<file path="config.mk">
export PLATFORM = sky130hd
export DESIGN_NAME = cil_core_irq
export DESIGN_NICKNAME = d
export VERILOG_FILES = /design/src/core/cil_pkg.sv /design/src/core/cil_instr_tick.sv /design/src/core/cil_src_detect.sv /design/src/core/cil_core_irq.sv
export SDC_FILE = /design/constraint.sdc
export NUM_CORES = 1
export LEC_CHECK = 0
export ABC_CLOCK_PERIOD_IN_PS = 1900
export BUFFER_PORTS_ARGS = -buffer_cell sky130_fd_sc_hd__buf_2
export CAP_MARGIN = 25
export CORE_ASPECT_RATIO = 1.5
export CORE_MARGIN = 4
export CORE_UTILIZATION = 40
export DETAILED_ROUTE_END_ITERATION = 10
export GPL_ROUTABILITY_DRIVEN = 0
export HOLD_SLACK_MARGIN = 0.1
export PLACE_DENSITY = 0.74
export SLEW_MARGIN = 40
export SYNTH_ARGS = -nofsm -noshare
export SYNTH_HDL_FRONTEND = slang
export SYNTH_HIERARCHICAL = 1
export SYNTH_SLANG_ARGS = --single-unit
</file>
<file path="constraint.sdc">
create_clock -name pclk -period 1.9 [get_ports pclk]
set_input_delay 0 -clock pclk [delete_from_list [all_inputs] [get_ports pclk]]
set_output_delay 0 -clock pclk [all_outputs]
set_load 0.02 [all_outputs]
</file>
<file path="src/core/cil_pkg.sv">
// Package: register map, field layout, reset values and timing of the interrupt logic
package cil_pkg;
  // ----------------------------------------------------------------
  // Register byte offsets
  // ----------------------------------------------------------------
  localparam logic [7:0] OFS_INTERRUPT_CONTROL = 8'h00;
  localparam logic [7:0] OFS_PERIPH_FLAGS_ONE = 8'h04;
  localparam logic [7:0] OFS_PERIPH_FLAGS_TWO = 8'h08;
  localparam logic [7:0] OFS_PERIPH_ENABLES_ONE = 8'h0c;
  localparam logic [7:0] OFS_PERIPH_ENABLES_TWO = 8'h10;
  localparam logic [7:0] OFS_OPTION = 8'h14;
  localparam logic [7:0] OFS_CHANGE_PIN_SELECT = 8'h18;
  localparam logic [7:0] OFS_EVT_STATUS = 8'h1c;
  localparam logic [7:0] OFS_EVT_MASK = 8'h20;
  // ----------------------------------------------------------------
  // interrupt_control bit positions
  // ----------------------------------------------------------------
  localparam int BIT_GLOBAL_EN = 7;
  localparam int BIT_PERIPH_EN = 6;
  localparam int BIT_TIMER_EN = 5;
  localparam int BIT_PIN_EN = 4;
  localparam int BIT_PORT_EN = 3;
  localparam int BIT_TIMER_FLAG = 2;
  localparam int BIT_PIN_FLAG = 1;
  localparam int BIT_PORT_FLAG = 0;
  // Option register: edge select position
  localparam int BIT_EDGE_SEL = 6;
  // Event status bits
  localparam int EVT_VECTOR = 0;
  localparam int EVT_WAKE = 1;
  localparam int EVT_SLEEP_NOP = 2;
  localparam int EVT_W = 3;
  // ----------------------------------------------------------------
  // Reset values
  // ----------------------------------------------------------------
  localparam logic [7:0] RST_INTERRUPT_CONTROL = 8'h00;
  localparam logic [7:0] RST_PERIPH = 8'h00;
  localparam logic [7:0] RST_OPTION = 8'hff;
  localparam logic [7:0] RST_CHANGE_PIN_SELECT = 8'hf0;
  // ----------------------------------------------------------------
  // Timing and vector
  // ----------------------------------------------------------------
  localparam int CLKS_PER_INSTR = 4;
  localparam int LAT_INSTR_CYCLES = 3;
  localparam logic [12:0] VECTOR_ADDR = 13'h0004;
  localparam logic [7:0] TIMER_MAX = 8'hff;
  localparam logic [7:0] TIMER_MIN = 8'h00;
endpackage

</file>
<file path="src/core/cil_instr_tick.sv">
// Instruction-cycle enable divider
`timescale 1ns/1ps
`default_nettype none
module cil_instr_tick #(
  parameter int DIV = cil_pkg::CLKS_PER_INSTR
) (
  input wire logic pclk,
  input wire logic presetn,
  output logic tick
);
  initial begin
    if (DIV < 2 || DIV > 256) begin
      $error("DIV out of range");
    end
  end

  logic [7:0] cnt_r;

  always_ff @(posedge pclk or negedge presetn) begin
    if (!presetn) begin
      cnt_r <= 8'h00;
    end else if (cnt_r == 8'(DIV - 1)) begin
      cnt_r <= 8'h00;
    end else begin
      cnt_r <= cnt_r + 8'h01;
    end
  end

  assign tick = (cnt_r == 8'(DIV - 1));
endmodule
`default_nettype wire

</file>
<file path="src/core/cil_src_detect.sv">
// Event detectors: external pin edge, timer wrap, port change
`timescale 1ns/1ps
`default_nettype none
module cil_src_detect #(
  parameter int PORT_W = 8
) (
  input wire logic pclk,
  input wire logic presetn,
  input wire logic ext_irq_pin,
  input wire logic ext_edge_select,
  input wire logic [7:0] timer_zero_count,
  input wire logic [PORT_W-1:0] second_port_pins,
  input wire logic [PORT_W-1:0] change_pin_select,
  output logic ext_edge,
  output logic timer_wrap,
  output logic port_change
);
  initial begin
    if (PORT_W < 1 || PORT_W > 8) begin
      $error("PORT_W out of range");
    end
  end

  // First cycle after reset only samples, so a pin high at reset is no edge
  logic primed_r;
  logic pin_r;
  logic [7:0] tmr_r;
  logic [PORT_W-1:0] port_r;
  logic [PORT_W-1:0] chg;

  always_ff @(posedge pclk or negedge presetn) begin
    if (!presetn) begin
      primed_r <= 1'b0;
      pin_r <= 1'b0;
      tmr_r <= 8'h00;
      port_r <= '0;
    end else begin
      primed_r <= 1'b1;
      pin_r <= ext_irq_pin;
      tmr_r <= timer_zero_count;
      port_r <= second_port_pins;
    end
  end

  // Rising when edge select is set, falling otherwise
  assign ext_edge = primed_r && (ext_edge_select ? (ext_irq_pin && !pin_r) :
                                 (!ext_irq_pin && pin_r));
  assign timer_wrap = primed_r && (tmr_r == cil_pkg::TIMER_MAX) &&
                      (timer_zero_count == cil_pkg::TIMER_MIN);

  for (genvar i = 0; i < PORT_W; i++) begin : g_chg
    assign chg[i] = change_pin_select[i] && (second_port_pins[i] != port_r[i]);
  end

  assign port_change = primed_r && (|chg);
endmodule
`default_nettype wire

</file>
<file path="src/core/cil_core_irq.sv">
// Interrupt logic of the core: flags, enables, vectoring, sleep wake-up, APB registers
//
// The APB interface to the registers and the address map were left to the implementer.
`timescale 1ns/1ps
`default_nettype none
//
// Contract
// - Up to eleven sources, each with its own flag and enable bit.
// - A source event sets its flag regardless of any enable bit.
// - Global enable (control bit 7) permits unmasked interrupts; clear blocks all.
// - Global enable plus flag and enable set: interrupt is taken after three instruction cycles.
// - Every reset clears the global enable.
// - Taking an interrupt clears global enable, pushes return, loads 0004h.
// - Return-from-handler leaves the handler and sets global enable again.
// - Peripheral flags/enables in two register pairs, gated by peripheral enable.
// - Pin-edge and port-change latency is three or four instruction cycles.
// - External pin triggers rising with edge-select set, falling when clear.
// - A valid external edge sets the external flag, control bit 1.
// - External pin interrupt is masked by clearing control bit 4.
// - Pin wakes from sleep only if enabled before sleep; global enable decides vector.
// - Wake with global enable set loads the vector, else next instruction.
// - Timer wrap FFh to 00h sets flag bit 2; enable is bit 5.
// - Selected port pin change sets flag bit 0, gated by its own enable.
// - Enabled source wakes from sleep whatever the global enable state.
module cil_core_irq #(
  parameter int P1_W = 6,
  parameter int P2_W = 2,
  parameter int PORT_W = 8,
  parameter int CYC_DIV = cil_pkg::CLKS_PER_INSTR
) (
  input wire logic pclk,
  input wire logic presetn,
  input wire logic psel,
  input wire logic penable,
  input wire logic pwrite,
  input wire logic [7:0] paddr,
  input wire logic [31:0] pwdata,
  output logic [31:0] prdata,
  output logic pready,
  output logic pslverr,
  input wire logic ext_irq_pin,
  input wire logic [PORT_W-1:0] second_port_pins,
  input wire logic [7:0] timer_zero_count,
  input wire logic [P1_W-1:0] periph_events_one,
  input wire logic [P2_W-1:0] periph_events_two,
  input wire logic sleep_enter,
  input wire logic return_from_handler,
  output logic vector_take,
  output logic push_return,
  output logic [12:0] pc_load_addr,
  output logic wake,
  output logic asleep,
  output logic irq
);
  initial begin
    if (P1_W < 1 || P1_W > 8 || P2_W < 1 || P2_W > 8 || P1_W + P2_W + 3 > 11) begin
      $error("Peripheral source count out of range");
    end
  end

  // ----------------------------------------------------------------
  // Registers and signals
  // ----------------------------------------------------------------
  typedef enum logic [2:0] {
    ST_RUN = 3'b001,
    ST_LAT = 3'b010,
    ST_SLEEP = 3'b100
  } cil_state_t;

  cil_state_t state_r;
  logic [7:0] ictl_r;
  logic [P1_W-1:0] pflag1_r;
  logic [P2_W-1:0] pflag2_r;
  logic [P1_W-1:0] pen1_r;
  logic [P2_W-1:0] pen2_r;
  logic [7:0] option_r;
  logic [PORT_W-1:0] chg_sel_r;
  logic [cil_pkg::EVT_W-1:0] evt_r;
  logic [cil_pkg::EVT_W-1:0] evt_mask_r;
  logic [1:0] lat_cnt_r;
  logic pin_en_snap_r;
  logic vector_take_r;
  logic wake_r;
  logic [12:0] pc_load_addr_r;
  logic [31:0] prdata_r;
  logic pslverr_r;
  logic tick;
  logic ext_edge;
  logic timer_wrap;
  logic port_change;
  logic setup;
  logic wr;
  logic glb_en;
  logic periph_pending;
  logic any_pending;
  logic wake_cond;
  logic take_cond;
  logic fire;
  logic sleep_nop;
  logic sleep_go;
  logic [31:0] rd_mux;
  logic rd_hit;
  logic [7:0] ictl_nxt;
  logic [cil_pkg::EVT_W-1:0] evt_set;

  // ----------------------------------------------------------------
  // Submodules
  // ----------------------------------------------------------------
  cil_instr_tick #(.DIV(CYC_DIV)) u_tick (
    .pclk(pclk),
    .presetn(presetn),
    .tick(tick)
  );

  cil_src_detect #(.PORT_W(PORT_W)) u_src (
    .pclk(pclk),
    .presetn(presetn),
    .ext_irq_pin(ext_irq_pin),
    .ext_edge_select(option_r[cil_pkg::BIT_EDGE_SEL]),
    .timer_zero_count(timer_zero_count),
    .second_port_pins(second_port_pins),
    .change_pin_select(chg_sel_r),
    .ext_edge(ext_edge),
    .timer_wrap(timer_wrap),
    .port_change(port_change)
  );

  // ----------------------------------------------------------------
  // Pending logic
  // ----------------------------------------------------------------
  assign glb_en = ictl_r[cil_pkg::BIT_GLOBAL_EN];
  assign periph_pending = ictl_r[cil_pkg::BIT_PERIPH_EN] &&
                          ((|(pflag1_r & pen1_r)) || (|(pflag2_r & pen2_r)));
  assign any_pending = periph_pending ||
    (ictl_r[cil_pkg::BIT_PIN_FLAG] && ictl_r[cil_pkg::BIT_PIN_EN]) ||
    (ictl_r[cil_pkg::BIT_TIMER_FLAG] && ictl_r[cil_pkg::BIT_TIMER_EN]) ||
    (ictl_r[cil_pkg::BIT_PORT_FLAG] && ictl_r[cil_pkg::BIT_PORT_EN]);
  // Pin wake uses the enable as it stood when sleep began
  assign wake_cond = periph_pending ||
    (ictl_r[cil_pkg::BIT_PIN_FLAG] && pin_en_snap_r) ||
    (ictl_r[cil_pkg::BIT_TIMER_FLAG] && ictl_r[cil_pkg::BIT_TIMER_EN]) ||
    (ictl_r[cil_pkg::BIT_PORT_FLAG] && ictl_r[cil_pkg::BIT_PORT_EN]);
  assign take_cond = glb_en && any_pending;
  assign fire = (state_r == ST_LAT) && take_cond && tick &&
                (lat_cnt_r == 2'(cil_pkg::LAT_INSTR_CYCLES - 1));
  assign sleep_nop = (state_r == ST_RUN) && sleep_enter && any_pending;
  assign sleep_go = (state_r == ST_RUN) && sleep_enter && !any_pending && !take_cond;

  // ----------------------------------------------------------------
  // APB decode
  // ----------------------------------------------------------------
  assign setup = psel && !penable;
  assign wr = psel && penable && pwrite && !pslverr_r;
  assign pready = 1'b1;
  assign prdata = prdata_r;
  assign pslverr = pslverr_r;

  always_comb begin
    rd_mux = 32'h0000_0000;
    rd_hit = 1'b1;
    unique case (paddr)
      cil_pkg::OFS_INTERRUPT_CONTROL: rd_mux[7:0] = ictl_r;
      cil_pkg::OFS_PERIPH_FLAGS_ONE: rd_mux[P1_W-1:0] = pflag1_r;
      cil_pkg::OFS_PERIPH_FLAGS_TWO: rd_mux[P2_W-1:0] = pflag2_r;
      cil_pkg::OFS_PERIPH_ENABLES_ONE: rd_mux[P1_W-1:0] = pen1_r;
      cil_pkg::OFS_PERIPH_ENABLES_TWO: rd_mux[P2_W-1:0] = pen2_r;
      cil_pkg::OFS_OPTION: rd_mux[7:0] = option_r;
      cil_pkg::OFS_CHANGE_PIN_SELECT: rd_mux[PORT_W-1:0] = chg_sel_r;
      cil_pkg::OFS_EVT_STATUS: rd_mux[cil_pkg::EVT_W-1:0] = evt_r;
      cil_pkg::OFS_EVT_MASK: rd_mux[cil_pkg::EVT_W-1:0] = evt_mask_r;
      default: rd_hit = 1'b0;
    endcase
  end

  // Read data is captured in the setup cycle so prdata comes from a flop
  always_ff @(posedge pclk or negedge presetn) begin
    if (!presetn) begin
      prdata_r <= 32'h0000_0000;
      pslverr_r <= 1'b0;
    end else if (setup) begin
      prdata_r <= pwrite ? 32'h0000_0000 : rd_mux;
      pslverr_r <= !rd_hit || (paddr[1:0] != 2'b00);
    end
  end

  // ----------------------------------------------------------------
  // Interrupt control register
  // ----------------------------------------------------------------
  always_comb begin
    ictl_nxt = ictl_r;
    if (wr && paddr == cil_pkg::OFS_INTERRUPT_CONTROL) begin
      ictl_nxt = pwdata[7:0];
    end
    if (return_from_handler) begin
      ictl_nxt[cil_pkg::BIT_GLOBAL_EN] = 1'b1;
    end
    // Taking the vector beats a same-cycle software or return set of the enable
    if (fire) begin
      ictl_nxt[cil_pkg::BIT_GLOBAL_EN] = 1'b0;
    end
    // Hardware sets win over a software clear in the same cycle
    if (ext_edge) begin
      ictl_nxt[cil_pkg::BIT_PIN_FLAG] = 1'b1;
    end
    if (timer_wrap) begin
      ictl_nxt[cil_pkg::BIT_TIMER_FLAG] = 1'b1;
    end
    if (port_change) begin
      ictl_nxt[cil_pkg::BIT_PORT_FLAG] = 1'b1;
    end
  end

  always_ff @(posedge pclk or negedge presetn) begin
    if (!presetn) begin
      ictl_r <= cil_pkg::RST_INTERRUPT_CONTROL;
    end else begin
      ictl_r <= ictl_nxt;
    end
  end

  // ----------------------------------------------------------------
  // Peripheral flag and enable pairs
  // ----------------------------------------------------------------
  always_ff @(posedge pclk or negedge presetn) begin
    if (!presetn) begin
      pflag1_r <= P1_W'(cil_pkg::RST_PERIPH);
      pflag2_r <= P2_W'(cil_pkg::RST_PERIPH);
    end else begin
      pflag1_r <= ((wr && paddr == cil_pkg::OFS_PERIPH_FLAGS_ONE) ? pwdata[P1_W-1:0] :
                   pflag1_r) | periph_events_one;
      pflag2_r <= ((wr && paddr == cil_pkg::OFS_PERIPH_FLAGS_TWO) ? pwdata[P2_W-1:0] :
                   pflag2_r) | periph_events_two;
    end
  end

  always_ff @(posedge pclk or negedge presetn) begin
    if (!presetn) begin
      pen1_r <= P1_W'(cil_pkg::RST_PERIPH);
      pen2_r <= P2_W'(cil_pkg::RST_PERIPH);
      option_r <= cil_pkg::RST_OPTION;
      chg_sel_r <= PORT_W'(cil_pkg::RST_CHANGE_PIN_SELECT);
      evt_mask_r <= '0;
    end else if (wr) begin
      if (paddr == cil_pkg::OFS_PERIPH_ENABLES_ONE) begin
        pen1_r <= pwdata[P1_W-1:0];
      end
      if (paddr == cil_pkg::OFS_PERIPH_ENABLES_TWO) begin
        pen2_r <= pwdata[P2_W-1:0];
      end
      if (paddr == cil_pkg::OFS_OPTION) begin
        option_r <= pwdata[7:0];
      end
      if (paddr == cil_pkg::OFS_CHANGE_PIN_SELECT) begin
        chg_sel_r <= pwdata[PORT_W-1:0];
      end
      if (paddr == cil_pkg::OFS_EVT_MASK) begin
        evt_mask_r <= pwdata[cil_pkg::EVT_W-1:0];
      end
    end
  end

  // ----------------------------------------------------------------
  // Sequencer: latency, vectoring and sleep
  // ----------------------------------------------------------------
  always_ff @(posedge pclk or negedge presetn) begin
    if (!presetn) begin
      state_r <= ST_RUN;
      lat_cnt_r <= 2'b00;
      pin_en_snap_r <= 1'b0;
    end else begin
      unique case (state_r)
        ST_RUN: begin
          lat_cnt_r <= 2'b00;
          if (take_cond) begin
            state_r <= ST_LAT;
          end else if (sleep_go) begin
            state_r <= ST_SLEEP;
            pin_en_snap_r <= ictl_r[cil_pkg::BIT_PIN_EN];
          end
        end
        ST_LAT: begin
          // A handler that drops the enable or clears the flag aborts the take
          if (!take_cond || fire) begin
            state_r <= ST_RUN;
          end else if (tick) begin
            lat_cnt_r <= lat_cnt_r + 2'b01;
          end
        end
        ST_SLEEP: begin
          if (wake_cond) begin
            state_r <= ST_RUN;
          end
        end
      endcase
    end
  end

  // Wake resumes at the next instruction; with enable set the RUN state then vectors
  always_ff @(posedge pclk or negedge presetn) begin
    if (!presetn) begin
      vector_take_r <= 1'b0;
      wake_r <= 1'b0;
      pc_load_addr_r <= 13'h0000;
    end else begin
      vector_take_r <= fire;
      wake_r <= (state_r == ST_SLEEP) && wake_cond;
      if (fire) begin
        pc_load_addr_r <= cil_pkg::VECTOR_ADDR;
      end
    end
  end

  assign vector_take = vector_take_r;
  assign push_return = vector_take_r;
  assign pc_load_addr = pc_load_addr_r;
  assign wake = wake_r;
  assign asleep = (state_r == ST_SLEEP);

  // ----------------------------------------------------------------
  // Event status, mask and interrupt line
  // ----------------------------------------------------------------
  assign evt_set = {sleep_nop, (state_r == ST_SLEEP) && wake_cond, fire};

  always_ff @(posedge pclk or negedge presetn) begin
    if (!presetn) begin
      evt_r <= '0;
    end else if (wr && paddr == cil_pkg::OFS_EVT_STATUS) begin
      evt_r <= (evt_r & ~pwdata[cil_pkg::EVT_W-1:0]) | evt_set;
    end else begin
      evt_r <= evt_r | evt_set;
    end
  end

  assign irq = |(evt_r & evt_mask_r);

  // ----------------------------------------------------------------
  // Assertions
  // ----------------------------------------------------------------
  AST_VEC_CLEARS_GLB_EN: assert property (@(posedge pclk) disable iff (!presetn)
    vector_take |-> !glb_en && $past(glb_en, 2))
    else $error("Vector taken without clearing global enable");

  AST_VEC_ADDR: assert property (@(posedge pclk) disable iff (!presetn)
    vector_take |-> push_return && pc_load_addr == cil_pkg::VECTOR_ADDR)
    else $error("Vector address or push wrong");

  AST_RFH_SETS_GLB_EN: assert property (@(posedge pclk) disable iff (!presetn)
    (return_from_handler && !fire) |=> glb_en)
    else $error("Return did not restore global enable");

  AST_NO_VEC_WHILE_MASKED: assert property (@(posedge pclk) disable iff (!presetn)
    (!glb_en [*8]) |-> !vector_take)
    else $error("Vector taken while global enable clear");

  AST_EXT_FLAG: assert property (@(posedge pclk) disable iff (!presetn)
    ext_edge |=> ictl_r[cil_pkg::BIT_PIN_FLAG])
    else $error("External edge did not set its flag");

  AST_TMR_FLAG: assert property (@(posedge pclk) disable iff (!presetn)
    timer_wrap |=> ictl_r[cil_pkg::BIT_TIMER_FLAG])
    else $error("Timer wrap did not set its flag");

  AST_LATENCY: assert property (@(posedge pclk) disable iff (!presetn)
    (state_r == ST_RUN && take_cond) |-> ##[9:17] (vector_take || !take_cond))
    else $error("Interrupt latency outside three to four instruction cycles");

  AST_WAKE: assert property (@(posedge pclk) disable iff (!presetn)
    (asleep && wake_cond) |=> !asleep ##0 wake)
    else $error("Enabled source did not wake the core");

  AST_VEC_NEEDS_PENDING: assert property (@(posedge pclk) disable iff (!presetn)
    vector_take |-> $past(any_pending))
    else $error("Vector without a pending enabled source");

  AST_GLB_EN_RESET: assert property (@(posedge pclk) disable iff (!presetn)
    $rose(presetn) |-> !glb_en)
    else $error("Global enable set after reset");

  COV_VECTOR: cover property (@(posedge pclk) disable iff (!presetn) vector_take);
  COV_WAKE_VEC: cover property (@(posedge pclk) disable iff (!presetn)
    wake ##[1:40] vector_take);
  COV_SLEEP_NOP: cover property (@(posedge pclk) disable iff (!presetn) sleep_nop);
  COV_RFH: cover property (@(posedge pclk) disable iff (!presetn)
    vector_take ##[1:40] return_from_handler);
endmodule
`default_nettype wire

</file>
==> summary.txt, run 1 <==
Outcome
  • Status: finished with violations
  • Violated checks: negative setup slack

Global route
  • Antenna violations before repair: 0
  • Total grt overflow: 0
  • Largest net degree at the start of global routing: 48
  • Vias in the first global route: around 3,700
  • Global Route met2 Usage: 32.1%
  • GRT met1 Usage: 20.1%
  • Top Usage Layer GRT: met2
  • Tot GR Track Use: 17.9%
  • Met3 usage: 3.02%
  • First-pass GRT wire length: 18,600 um

Critical path
  • CP Data Arrival Time: about 2.3 ns
  • CP Data Required Time: 2.16 ns
  • CP Max Fanout: 5
  • Worst reg-to-reg path cell count: 5
  • R2R Path Start: u_tick/cnt_r[0]$_DFF_PN0_
  • Nature of the critical path startpoint: register
  • Worst reg2reg path endpoint: lat_cnt_r[0]$_DFFE_PN0P_
  • Crit Path Category: register to register
  • Reg-to-reg slack, setup: -0.09 ns
  • CP endpoint kind: register

STA
  • PnR worst setup slack: -0.0875 ns
  • Setup Skew: about 0.0081 ns
  • Hold WS: roughly 0.13 ns
  • Fin. max-slew vios: 0
  • Slew @ Worst Pin: approximately 0.6 ns
  • Final setup viols: 3
  • Worst slew margin: 59.2%
  • Max Clk Rate: 503 MHz
  • Final worst path period share: 105%
  • Min cycle time layout: around 2.0 ns
  • Setup TNS: -0.176 ns
  • Final Hold Fails: 0
  • RSZ-0062 raised after global routing: true

Pwr
  • Sw Ratio: between 20 and 30%
  • Clock Power Share: 40.0%
  • Cell Pwr Density: between 700 and 800 nW/um^2
  • P_int: around 3100 uW
  • P_sw: 1200 uW
  • Share of power burned in registers: 46.9%
  • Tot Pwr: 4330 uW
  • Maximum vdd drop: 0.419 mV
  • Comb pwr share: 13.2%
  • Pleak: 0.00280 uW

Logic synthesis
  • Post-synthesis register bit count: 90
  • Post-synth EDFFs: 0
  • Top FF cell, synth: dfrtp_1
  • Asr flop ratio synth: 100%
  • Sequential cell area fraction in the yosys report: between 40% and 50%
  • Total number of yosys warnings: 6
  • Mapped Area: approximately 4600 um^2
  • Synth Instances: 395
  • Post-Syn Area per Cell: 11.6 um^2
  • Yosys cell types: between 70 and 80

Clock network
  • Worst skew pair latency: 0.34 ns
  • CTS tree: built
  • CTS H-tree depth: 3
  • Clock buffer depth: 2
  • Clock slew at reported path FFs: around 0.07 ns
  • # clock sinks: 90
  • TritonCTS Buffers: 9
  • Clock root buffer: clkbuf_16

Finish
  • Nets: between 500 and 600
  • Final Util: 52.6%
  • Layout cell share with drive strength beyond 1: 31.3%
  • Area Growth Syn to Fin: 27.2%
  • Antenna diodes: 0
  • Fin area: 5840 um^2
  • Commonest non-fill, non-tap cells in the layout: dfrtp_1 (77), buf_2 (61), dlygate4sd3_1 (41)
  • Commonest non-fill, non-tap cell in the layout: dfrtp_1

Routing
  • Iter 0 DRT Violations: between 200 and 250
  • Antenna Nets Post-Route: 0
  • Total number of vias: about 3,500
  • WL per Instance: 17.1 um
  • Drt drc: 0
  • Drt pass-1 iters: 4
  • Final wirelength: 11,500 um
  • Via density: between 5 and 6

Floorplanning
  • Die Height: 139 um
  • I/O pin count: between 100 and 150
  • Core region area: 11,100 um^2
  • Die Footprint: 13,300 um^2
  • Die Span X: approximately 96 um
  • Initial Util: 41.3%
  • FP Rows: 47

Hold path
  • Min-delay src: paddr[6]
  • Hold Crit Depth: 4
  • Hold Path End: evt_r[0]$_DFF_PN0_
  • Hold Path Class: primary input to register

Placed design
  • Number of buffers inserted by port buffering: 62
  • Post-DP HPWL: 8560 um
  • Placement Cell Area: 5060 um^2

Flow run
  • Max Cap Viol: 0
==> cells in the mapped netlist (9+ instances only) <==
cell type | number | area [um^2]
a22oi_1 | 11 | 82.6
buf_4 | 41 | 308
dfrtp_1 | 77 | 1930
dfstp_2 | 13 | 342
inv_1 | 9 | 33.8
mux2_1 | 15 | 169
mux2_2 | 9 | 101
nand2_1 | 24 | 90.1
nand3_1 | 12 | 60.1
nor2_1 | 21 | 78.8
o21ai_0 | 12 | 60.1
==> per-layer routing <==
metal | up-vias | routed length (um)
li1 | 1622 | -
met1 | 1753 | 4200
met2 | 98 | 6470
met3 | 20 | 584
met4 | 0 | 288
met5 | - | 0
==> through the flow <==
step,instances,setup WS (ns)
global placement,615,-0.120
CTS,674,-0.0818
global route,675,-0.198
detailed placement,615,-0.130
floorplan,430,-0.110
finish,675,-0.0875
==> cells by family (layout without fill, tap and decap cells) <==
group / after synthesis / in the layout / synth area share, %
buffers and inverters: 59 / 157 / 8.77
AO/OA/AOI/OAI: 79 / 79 / 13.3
multiplexers: 37 / 37 / 9.75
XOR/XNOR: 15 / 15 / 2.86
AND/OR/NAND/NOR: 110 / 110 / 15.2
other: 3 / 38 / 0.245
adder cells (fa/ha/maj): 2 / 2 / 0.544
flip-flops: 90 / 90 / 49.4
==> critical path: stages, from the launching register on <==
cell and delay [ns]:
dfrtp_1 0.36, ha_2 0.18, or4b_4 0.47, nor4_4 0.24, or4b_4 0.52, mux2i_1 0.14
==> sequential cells by signal, indices dropped and copies added (netlist names), 2 cells and up <==
| signal | flops |
|---|---|
| pen2_r | 2 |
| prdata | 8 |
| evt_r | 3 |
| option_r | 8 |
| chg_sel_r | 8 |
| pflag2_r | 2 |
| u_src/port_r | 8 |
| state_r | 3 |
| lat_cnt_r | 2 |
| u_src/tmr_r | 8 |
| ictl_r | 8 |
| u_tick/cnt_r | 8 |
| evt_mask_r | 3 |
| pen1_r | 6 |
| pflag1_r | 6 |
==> layout make-up <==
class | count | area, um^2
Inverter | 9 | 33.8
Tap cell | 147 | 184
Clock buffer | 9 | 225
Fill cell | 954 | 5270
Sequential cell | 90 | 2270
Clock inverter | 7 | 67.6
Timing Repair Buffer | 132 | 957
Multi-Input combinational cell | 281 | 2110
==> worst max path at each step <==
stage,start,to,slack [ns],cells after the start
CTS,u_tick/cnt_r[1]$_DFF_PN0_,lat_cnt_r[1]$_DFFE_PN0P_,-0.08,5
global placement,u_tick/cnt_r[1]$_DFF_PN0_,ictl_r[7]$_DFFE_PN0P_,-0.12,7
finish,u_tick/cnt_r[0]$_DFF_PN0_,lat_cnt_r[0]$_DFFE_PN0P_,-0.09,5
global route,u_tick/cnt_r[0]$_DFF_PN0_,lat_cnt_r[0]$_DFFE_PN0P_,-0.20,5
floorplan,u_tick/cnt_r[0]$_DFF_PN0_,lat_cnt_r[1]$_DFFE_PN0P_,-0.11,5
detailed placement,u_tick/cnt_r[1]$_DFF_PN0_,lat_cnt_r[1]$_DFFE_PN0P_,-0.13,5
==> power by group through the flow <==
stage	combinational, uW	clock, uW	sequential, uW
after detailed placement	487	0	2060
after floorplan	336	0	2060
after global routing	628	1850	2030
after global placement	475	0	2060
final	569	1730	2030
after CTS	560	1750	2030
==> repair_timing <==
action	4_1_cts	5_1_grt
gates resized for setup	3	7
endpoints found under the hold margin	105	0
hold buffers	41	0
endpoints found under the setup margin	7	13
pin swaps	0	4
setup buffers	2	1
Note: power is estimated with default switching activity, not from simulation.
==> inputs of run 2 (changes only) <==
--- a/config.mk
+++ b/config.mk
@@ -5,6 +5,7 @@
 export SDC_FILE = /design/constraint.sdc
 export NUM_CORES = 1
 export LEC_CHECK = 0
+export ABC_AREA = 1
 export ABC_CLOCK_PERIOD_IN_PS = 1900
 export BUFFER_PORTS_ARGS = -buffer_cell sky130_fd_sc_hd__buf_2
 export CAP_MARGIN = 25
@@ -15,6 +16,7 @@
 export GPL_ROUTABILITY_DRIVEN = 0
 export HOLD_SLACK_MARGIN = 0.1
 export PLACE_DENSITY = 0.74
+export REMOVE_ABC_BUFFERS = 1
 export SLEW_MARGIN = 40
 export SYNTH_ARGS = -nofsm -noshare
 export SYNTH_HDL_FRONTEND = slang
==> run 2 against run 1 <==
Effect of this change: the run now ends clean; combinational power decreased by 13%; sequential power about the same; core utilization decreased by 1.4 points; synthesized cell count increased by 44%; synthesized area decreased by 0.93%; largest power group unchanged; flip-flop and latch count unchanged; via count increased by 13%; critical endpoint is now pflag1_r[4]$_DFF_PN0_.
==> summary.txt, run 2 <==
STA
  • Setup TNS: 0 ns (+0.176 ns)
  • RSZ-0062 raised after global routing: false
  • Max Clk Rate: 558 MHz (+11%)
  • Slew @ Worst Pin: 0.497 ns (-0.114 ns)
  • Fin. max-slew vios: 0 (unchanged)
  • Setup Skew: 0.0101 ns (+0.00198 ns)
  • Final setup viols: 0 (-3)
  • PnR worst setup slack: 0.107 ns (+0.195 ns)
  • Final worst path period share: 94.4% (-10 points)
  • Min cycle time layout: 1.79 ns (-0.195 ns)
  • Final Hold Fails: 0 (unchanged)
  • Worst slew margin: 66.7% (+7.4 points)

Critical path
  • Crit Path Category: register to register
  • Crit-path max cell delay: 0.56 ns (+0.04 ns)
  • CP Data Arrival Time: 2.02 ns (-0.23 ns)
  • Critical path buffer and inverter count: 2 (+2)
  • CP top delay family: buffers and inverters
  • CP Max Fanout: 12 (+7)
  • Worst reg2reg path endpoint: pflag1_r[4]$_DFF_PN0_
  • CP max-delay cell: dlygate4sd3_1
  • CP Data Required Time: 2.13 ns (-0.03 ns)
  • Critical path, cell by cell: nor2_1 -> nand3_2 -> nor2_4 -> inv_4 -> a21oi_1 -> o21ai_1 -> dlygate4sd3_1
  • Worst reg-to-reg path cell count: 7 (+2)
  • Nature of the critical path startpoint: register
  • CP endpoint kind: register
  • Reg-to-reg slack, setup: 0.11 ns (+0.19 ns)
  • R2R Path Start: pslverr$_DFFE_PN0P_

Logic synthesis
  • Mapped Area: 4550 um^2 (-0.93%)
  • Top cells by area, synth: dfrtp_1 (42%), nand2_1 (15%), dfstp_2 (7.5%)
  • Top cells by count, synth: nand2_1 (176), dfrtp_1 (77), inv_1 (60)
  • Yosys cell types: 35 (-52%)
  • Area share of fa/ha/maj cells after synthesis: 0.550% (+0.0051 points)
  • Mux share of post-synthesis cell area: 0.247% (-9.5 points)
  • Asr flop ratio synth: 100% (unchanged)
  • Sequential cell area fraction in the yosys report: 49.8% (+0.46 points)
  • Synth area leader: dfrtp_1
  • Total number of yosys warnings: 6 (unchanged)
  • Synth Instances: 568 (+44%)
  • Post-synthesis register bit count: 90 (unchanged)
  • Share of the synthesized area in the top cell type: 42.3% (+0.39 points)
  • Post-synth EDFFs: 0 (unchanged)
  • Post-synthesis simple-gate area fraction: 26.6% (+11 points)
  • Count leader, synth: nand2_1
  • Top FF cell, synth: dfrtp_1
  • Synth Area in Compound Gates: 9.54% (-3.8 points)
  • Post-Syn Area per Cell: 8.02 um^2 (-31%)
  • Largest family of logic cells by synthesized area: simple AND/OR/NAND/NOR gates
  • Post-synthesis xor/xnor area fraction: 0.385% (-2.5 points)

Placed design
  • Post-DP HPWL: 7960 um (-7.0%)
  • Worst slack, placed: 0.235 ns (+0.365 ns)
  • Placement Cell Area: 4900 um^2 (-3.2%)
  • Number of buffers inserted by port buffering: 62 (unchanged)

Pwr
  • Tot Pwr: 4350 uW (+0.62%)
  • Maximum vdd drop: 0.475 mV (+13%)
  • Pleak: 0.00286 uW (+2.2%)
  • Cell Pwr Density: 766 nW/um^2 (+3.4%)

Routing
  • Drt drc: 0 (unchanged)
  • Antenna Nets Post-Route: 0 (unchanged)
  • Total number of vias: 3,942 (+13%)
  • Drt pass-1 iters: 5 (+1)
  • Via density: 4.73 (-8.7%)
  • Final wirelength: 10,700 um (-7.0%)
  • WL per Instance: 12.9 um (-25%)
  • Iter 0 DRT Violations: 240 (+9.6%)

Finish
  • Layout cell share with drive strength beyond 1: 18.0% (-13 points)
  • Commonest non-fill, non-tap cell in the layout: nand2_1
  • Fin area: 5690 um^2 (-2.7%)
  • Commonest non-fill, non-tap cells in the layout: nand2_1 (176), dfrtp_1 (77), buf_2 (61)
  • Area Growth Syn to Fin: 24.9%
  • Nets: 756 (+27%)
  • Antenna diodes: 0 (unchanged)

Clock network
  • Worst skew pair latency: 0.35 ns (about the same)
  • # clock sinks: 90 (unchanged)
  • Clock slew at reported path FFs: 0.07 ns (about the same)
  • CTS tree: built
  • Clock root buffer: clkbuf_16
  • CTS H-tree depth: 3 (unchanged)
  • TritonCTS Buffers: 9 (unchanged)
  • Clock buffer depth: 2 (unchanged)

Floorplanning
  • Die Span X: 95.1 um (-0.43%)
  • Initial Util: 41.0% (-0.38 points)
  • I/O pin count: 124 (unchanged)
  • Die Footprint: 13,200 um^2 (-0.86%)
  • Die Height: 139 um (-0.43%)
  • FP Rows: 47 (unchanged)
  • Core region area: 11,100 um^2 (unchanged)

Global route
  • Total grt overflow: 0 (unchanged)
  • First-pass GRT wire length: 17,900 um (-3.6%)
  • Top Usage Layer GRT: met2
  • Antenna violations before repair: 0 (unchanged)
  • Tot GR Track Use: 17.2% (-0.76 points)
  • Vias in the first global route: 3,926 (+5.2%)
  • GRT met1 Usage: 20.0% (-0.18 points)
  • Met3 usage: 2.88% (-0.15 points)
  • Global Route met2 Usage: 30.2% (-1.9 points)
  • Largest net degree at the start of global routing: 41 (-15%)

Flow run
  • Max Cap Viol: 0 (unchanged)

Outcome
  • Status: finished, final reports clean

Hold path
  • Hold Path Class: primary input to async pin
-- run 2: changes by cell type in the layout (fill, tap and decap cells not counted), sizes merged, moves of 8 or more --
cell   previous run  this run
o21ai            13        59
a211o             8         0
nand3            12        41
mux2             31         1
nand2            27       178
a22oi            11         0
a21oi             7        21
inv              13        70
buf              91        67
nor2             22        40
-- run 2: logic make-up after synthesis --
family,Yosys count
buffers and inverters,111
multiplexers,1
flip-flops,90
AO/OA/AOI/OAI,84
other,3
XOR/XNOR,2
adder cells (fa/ha/maj),2
AND/OR/NAND/NOR,275
-- run 2: final cells by class --
| type | instances | area [um^2] |
|---|---|---|
| inverters | 67 | 254 |
| multi-input cells | 402 | 1860 |
| fillers | 1052 | 5430 |
| clock inverters | 7 | 85.1 |
| clock buffers | 9 | 225 |
| repair buffers | 112 | 813 |
| flip-flops and latches | 90 | 2270 |
| well taps | 147 | 184 |
-- run 2: worst max-delay path by stage --
stage,from,end,slack [ns],cells past startpoint
2_1_floorplan,state_r[0]$_DFFE_PN1P_,state_r[0]$_DFFE_PN1P_,0.46,5
3_3_place_gp,u_tick/cnt_r[0]$_DFF_PN0_,lat_cnt_r[0]$_DFFE_PN0P_,0.36,9
3_5_place_dp,u_tick/cnt_r[0]$_DFF_PN0_,lat_cnt_r[1]$_DFFE_PN0P_,0.23,9
4_1_cts,pslverr$_DFFE_PN0P_,pflag1_r[4]$_DFF_PN0_,0.07,7
5_1_grt,pslverr$_DFFE_PN0P_,pflag1_r[0]$_DFF_PN0_,0.006,7
6_report,pslverr$_DFFE_PN0P_,pflag1_r[4]$_DFF_PN0_,0.11,7
-- run 2: through the flow --
stage	std cells	util, %	hold slack [ns]
floorplan	559	-	-0.296
global placement	772	44.1	-0.0718
detailed placement	772	44.1	-0.0668
CTS	833	51.0	0.106
global route	834	51.2	0.154
finish	834	51.2	0.103
-- run 2: metal layers --
metal / vias to the layer above / wire (um) / share of wire [%]
li1: 1960 / - / -
met5: - / 0 / 0
met1: 1837 / 4070 / 38
met4: 0 / 265 / 2.5
met3: 19 / 546 / 5.1
met2: 126 / 5850 / 55
-- run 2: power breakdown --
group / switching, uW / total (uW) / internal (uW)
Combinational: 318 / 494 / 176
Clock: 798 / 1840 / 1040
Sequential: 34.8 / 2020 / 1980
Total: 1150 / 4350 / 3200
-- run 2: worst register-to-register path: stages, from the launching register on --
cell           delay (ns)
dfrtp_1              0.39
nor2_1               0.15
nand3_2              0.13
nor2_4               0.14
inv_4                0.08
a21oi_1              0.12
o21ai_1              0.09
dlygate4sd3_1        0.56
-- run 2: repair_timing --
action / CTS / global route
gates resized for setup: 0 / 4
endpoints found under the setup margin: 0 / 6
endpoints found under the hold margin: 139 / 0
hold buffers: 45 / 0
buffers inserted: 0 / 1
==> inputs of run 3 (changes only) <==
--- a/config.mk
+++ b/config.mk
@@ -12,6 +12,7 @@
 export CORE_ASPECT_RATIO = 1.5
 export CORE_MARGIN = 4
 export CORE_UTILIZATION = 40
+export CTS_CLUSTER_SIZE = 25
 export DETAILED_ROUTE_END_ITERATION = 10
 export GPL_ROUTABILITY_DRIVEN = 0
 export HOLD_SLACK_MARGIN = 0.1
==> constraint.sdc (replaced) <==
create_clock -name pclk -period 1.9 [get_ports pclk]
set_input_delay 0 -clock pclk [delete_from_list [all_inputs] [get_ports pclk]]
set_output_delay 0 -clock pclk [all_outputs]
set_load 0.1 [all_outputs]
==> run 3 against run 2 <==
Effect of this change: sequential power is essentially flat; non-clock buffer count is the same; maximum frequency grew 2.0%; routed wire length grew 0.66%; critical path type unchanged.
==> summary.txt, run 3 (same netlist as run 2, synthesis figures left out) <==
STA
  • Max Clk Rate: 569 MHz (+2.0%)
  • Final setup viols: 0 (unchanged)
  • Worst slew margin: 66.4% (-0.30 points)
  • Final Hold Fails: 0 (unchanged)
  • Final worst path period share: 92.5% (-1.9 points)
  • Fin. max-slew vios: 0 (unchanged)
  • PnR worst setup slack: 0.142 ns (+0.0352 ns)
  • Setup Skew: 0.00480 ns (-0.00528 ns)
  • Setup TNS: 0 ns (unchanged)
  • Min cycle time layout: 1.76 ns (-0.0352 ns)
  • Slew @ Worst Pin: 0.502 ns (+0.00441 ns)
  • RSZ-0062 raised after global routing: false

Placed design
  • Post-DP HPWL: 8110 um (+1.9%)
  • Placement Cell Area: 4900 um^2 (unchanged)
  • Worst slack, placed: 0.234 ns (-0.00121 ns)
  • Number of buffers inserted by port buffering: 62 (unchanged)

Routing
  • Drt drc: 0 (unchanged)
  • Iter 0 DRT Violations: 293 (+22%)
  • Drt pass-1 iters: 5 (unchanged)
  • Via density: 4.71 (-0.28%)
  • Final wirelength: 10,800 um (+0.66%)
  • Antenna Nets Post-Route: 0 (unchanged)
  • WL per Instance: 13.0 um (+0.66%)
  • Total number of vias: 3,931 (-0.28%)

Floorplanning
  • Die Span X: 95.1 um (unchanged)
  • Initial Util: 41.0% (unchanged)
  • Die Footprint: 13,200 um^2 (unchanged)
  • FP Rows: 47 (unchanged)
  • Die Height: 139 um (unchanged)
  • Core region area: 11,100 um^2 (unchanged)
  • I/O pin count: 124 (unchanged)

Clock network
  • TritonCTS Buffers: 9 (unchanged)
  • CTS tree: built
  • Worst skew pair latency: 0.34 ns (about the same)
  • Clock buffer depth: 2 (unchanged)
  • Clock root buffer: clkbuf_16
  • # clock sinks: 90 (unchanged)
  • CTS H-tree depth: 3 (unchanged)
  • Clock slew at reported path FFs: 0.06 ns (about the same)

Critical path
  • Nature of the critical path startpoint: register
  • Reg-to-reg slack, setup: 0.14 ns (+0.04 ns)
  • Crit Path Category: register to register
  • CP endpoint kind: register
  • CP Data Arrival Time: 1.98 ns (-0.04 ns)
  • CP Max Fanout: 12 (unchanged)
  • CP Data Required Time: 2.12 ns (about the same)

Finish
  • Antenna diodes: 0 (unchanged)
  • Area Growth Syn to Fin: 23.9%
  • Commonest non-fill, non-tap cell in the layout: nand2_1
  • Layout cell share with drive strength beyond 1: 17.5% (-0.58 points)
  • Final Util: 50.8% (-0.39 points)
  • Fin area: 5640 um^2 (-0.77%)
  • Nets: 756 (unchanged)
  • Commonest non-fill, non-tap cells in the layout: nand2_1 (176), dfrtp_1 (77), buf_2 (61)

Global route
  • Tot GR Track Use: 17.3% (+0.18 points)
  • Total grt overflow: 0 (unchanged)
  • First-pass GRT wire length: 18,200 um (+1.6%)
  • Largest net degree at the start of global routing: 39 (-4.9%)
  • Antenna violations before repair: 0 (unchanged)
  • Vias in the first global route: 4,027 (+2.6%)

Pwr
  • Tot Pwr: 4480 uW (+3.0%)
  • Cell Pwr Density: 795 nW/um^2 (+3.8%)
  • Pleak: 0.00284 uW (-0.67%)
  • Maximum vdd drop: 0.423 mV (-11%)

Outcome
  • Status: finished, final reports clean

Flow run
  • Max Cap Viol: 0 (unchanged)

Hold path
  • Hold Path Class: primary input to async pin
[run 3: worst paths after layout]
path | cells past startpoint | from | end
max in group asynchronous | 3 | presetn | option_r[5]$_DFFE_PN1P_
hold / removal | 2 | presetn | u_src/port_r[5]$_DFF_PN0_
setup / recovery | 7 | pslverr$_DFFE_PN0P_ | pflag1_r[5]$_DFF_PN0_
hold reg to reg | 2 | pc_load_addr[2]$_DFFE_PN0P_ | pc_load_addr[2]$_DFFE_PN0P_
min in group pclk | 6 | psel | prdata[4]$_DFFE_PN0P_
setup reg to reg | 7 | pslverr$_DFFE_PN0P_ | pflag1_r[5]$_DFF_PN0_
[run 3: what timing repair did]
action / 4_1_cts / 5_1_grt
hold buffers: 45 / 0
buffers inserted: 0 / 1
hold endpoints to repair: 142 / 0
resized for setup: 0 / 4
endpoints found under the setup margin: 0 / 6
[run 3: final cells by class]
cell class	count	area, um^2
Multi-Input combinational cell	402	1860
Clock inverter	2	12.5
Clock buffer	14	254
Inverter	67	254
Sequential cell	90	2270
Tap cell	147	184
Timing Repair Buffer	112	813
Fill cell	1043	5470
[run 3: critical path: stages (launching register included)]
cell and delay (ns):
dfrtp_1 0.39, nor2_1 0.14, nand3_2 0.13, nor2_4 0.14, inv_4 0.08, a21oi_1 0.13
o21ai_1 0.08, dlygate4sd3_1 0.56
[run 3: metal layers]
metal,vias to the layer above,GRT usage [%],wire (um),part of all wire [%]
met1,1833,19.5,4140,38
met2,126,30.8,5840,54
li1,1948,-,-,-
met4,0,7.83,290,2.7
met3,24,3.26,535,4.9
met5,-,0,0,0
[run 3: power breakdown]
group	internal [uW]	switching, uW
combinational	175	670
sequential	1980	34.7
clock	922	697
total	3080	1400
[run 3: through the flow]
step | std cells | hold slack (ns)
final | 834 | 0.120
after global routing | 834 | 0.164
after detailed placement | 772 | -0.0604
after floorplan | 559 | -0.296
after global placement | 772 | -0.0649
after CTS | 833 | 0.121
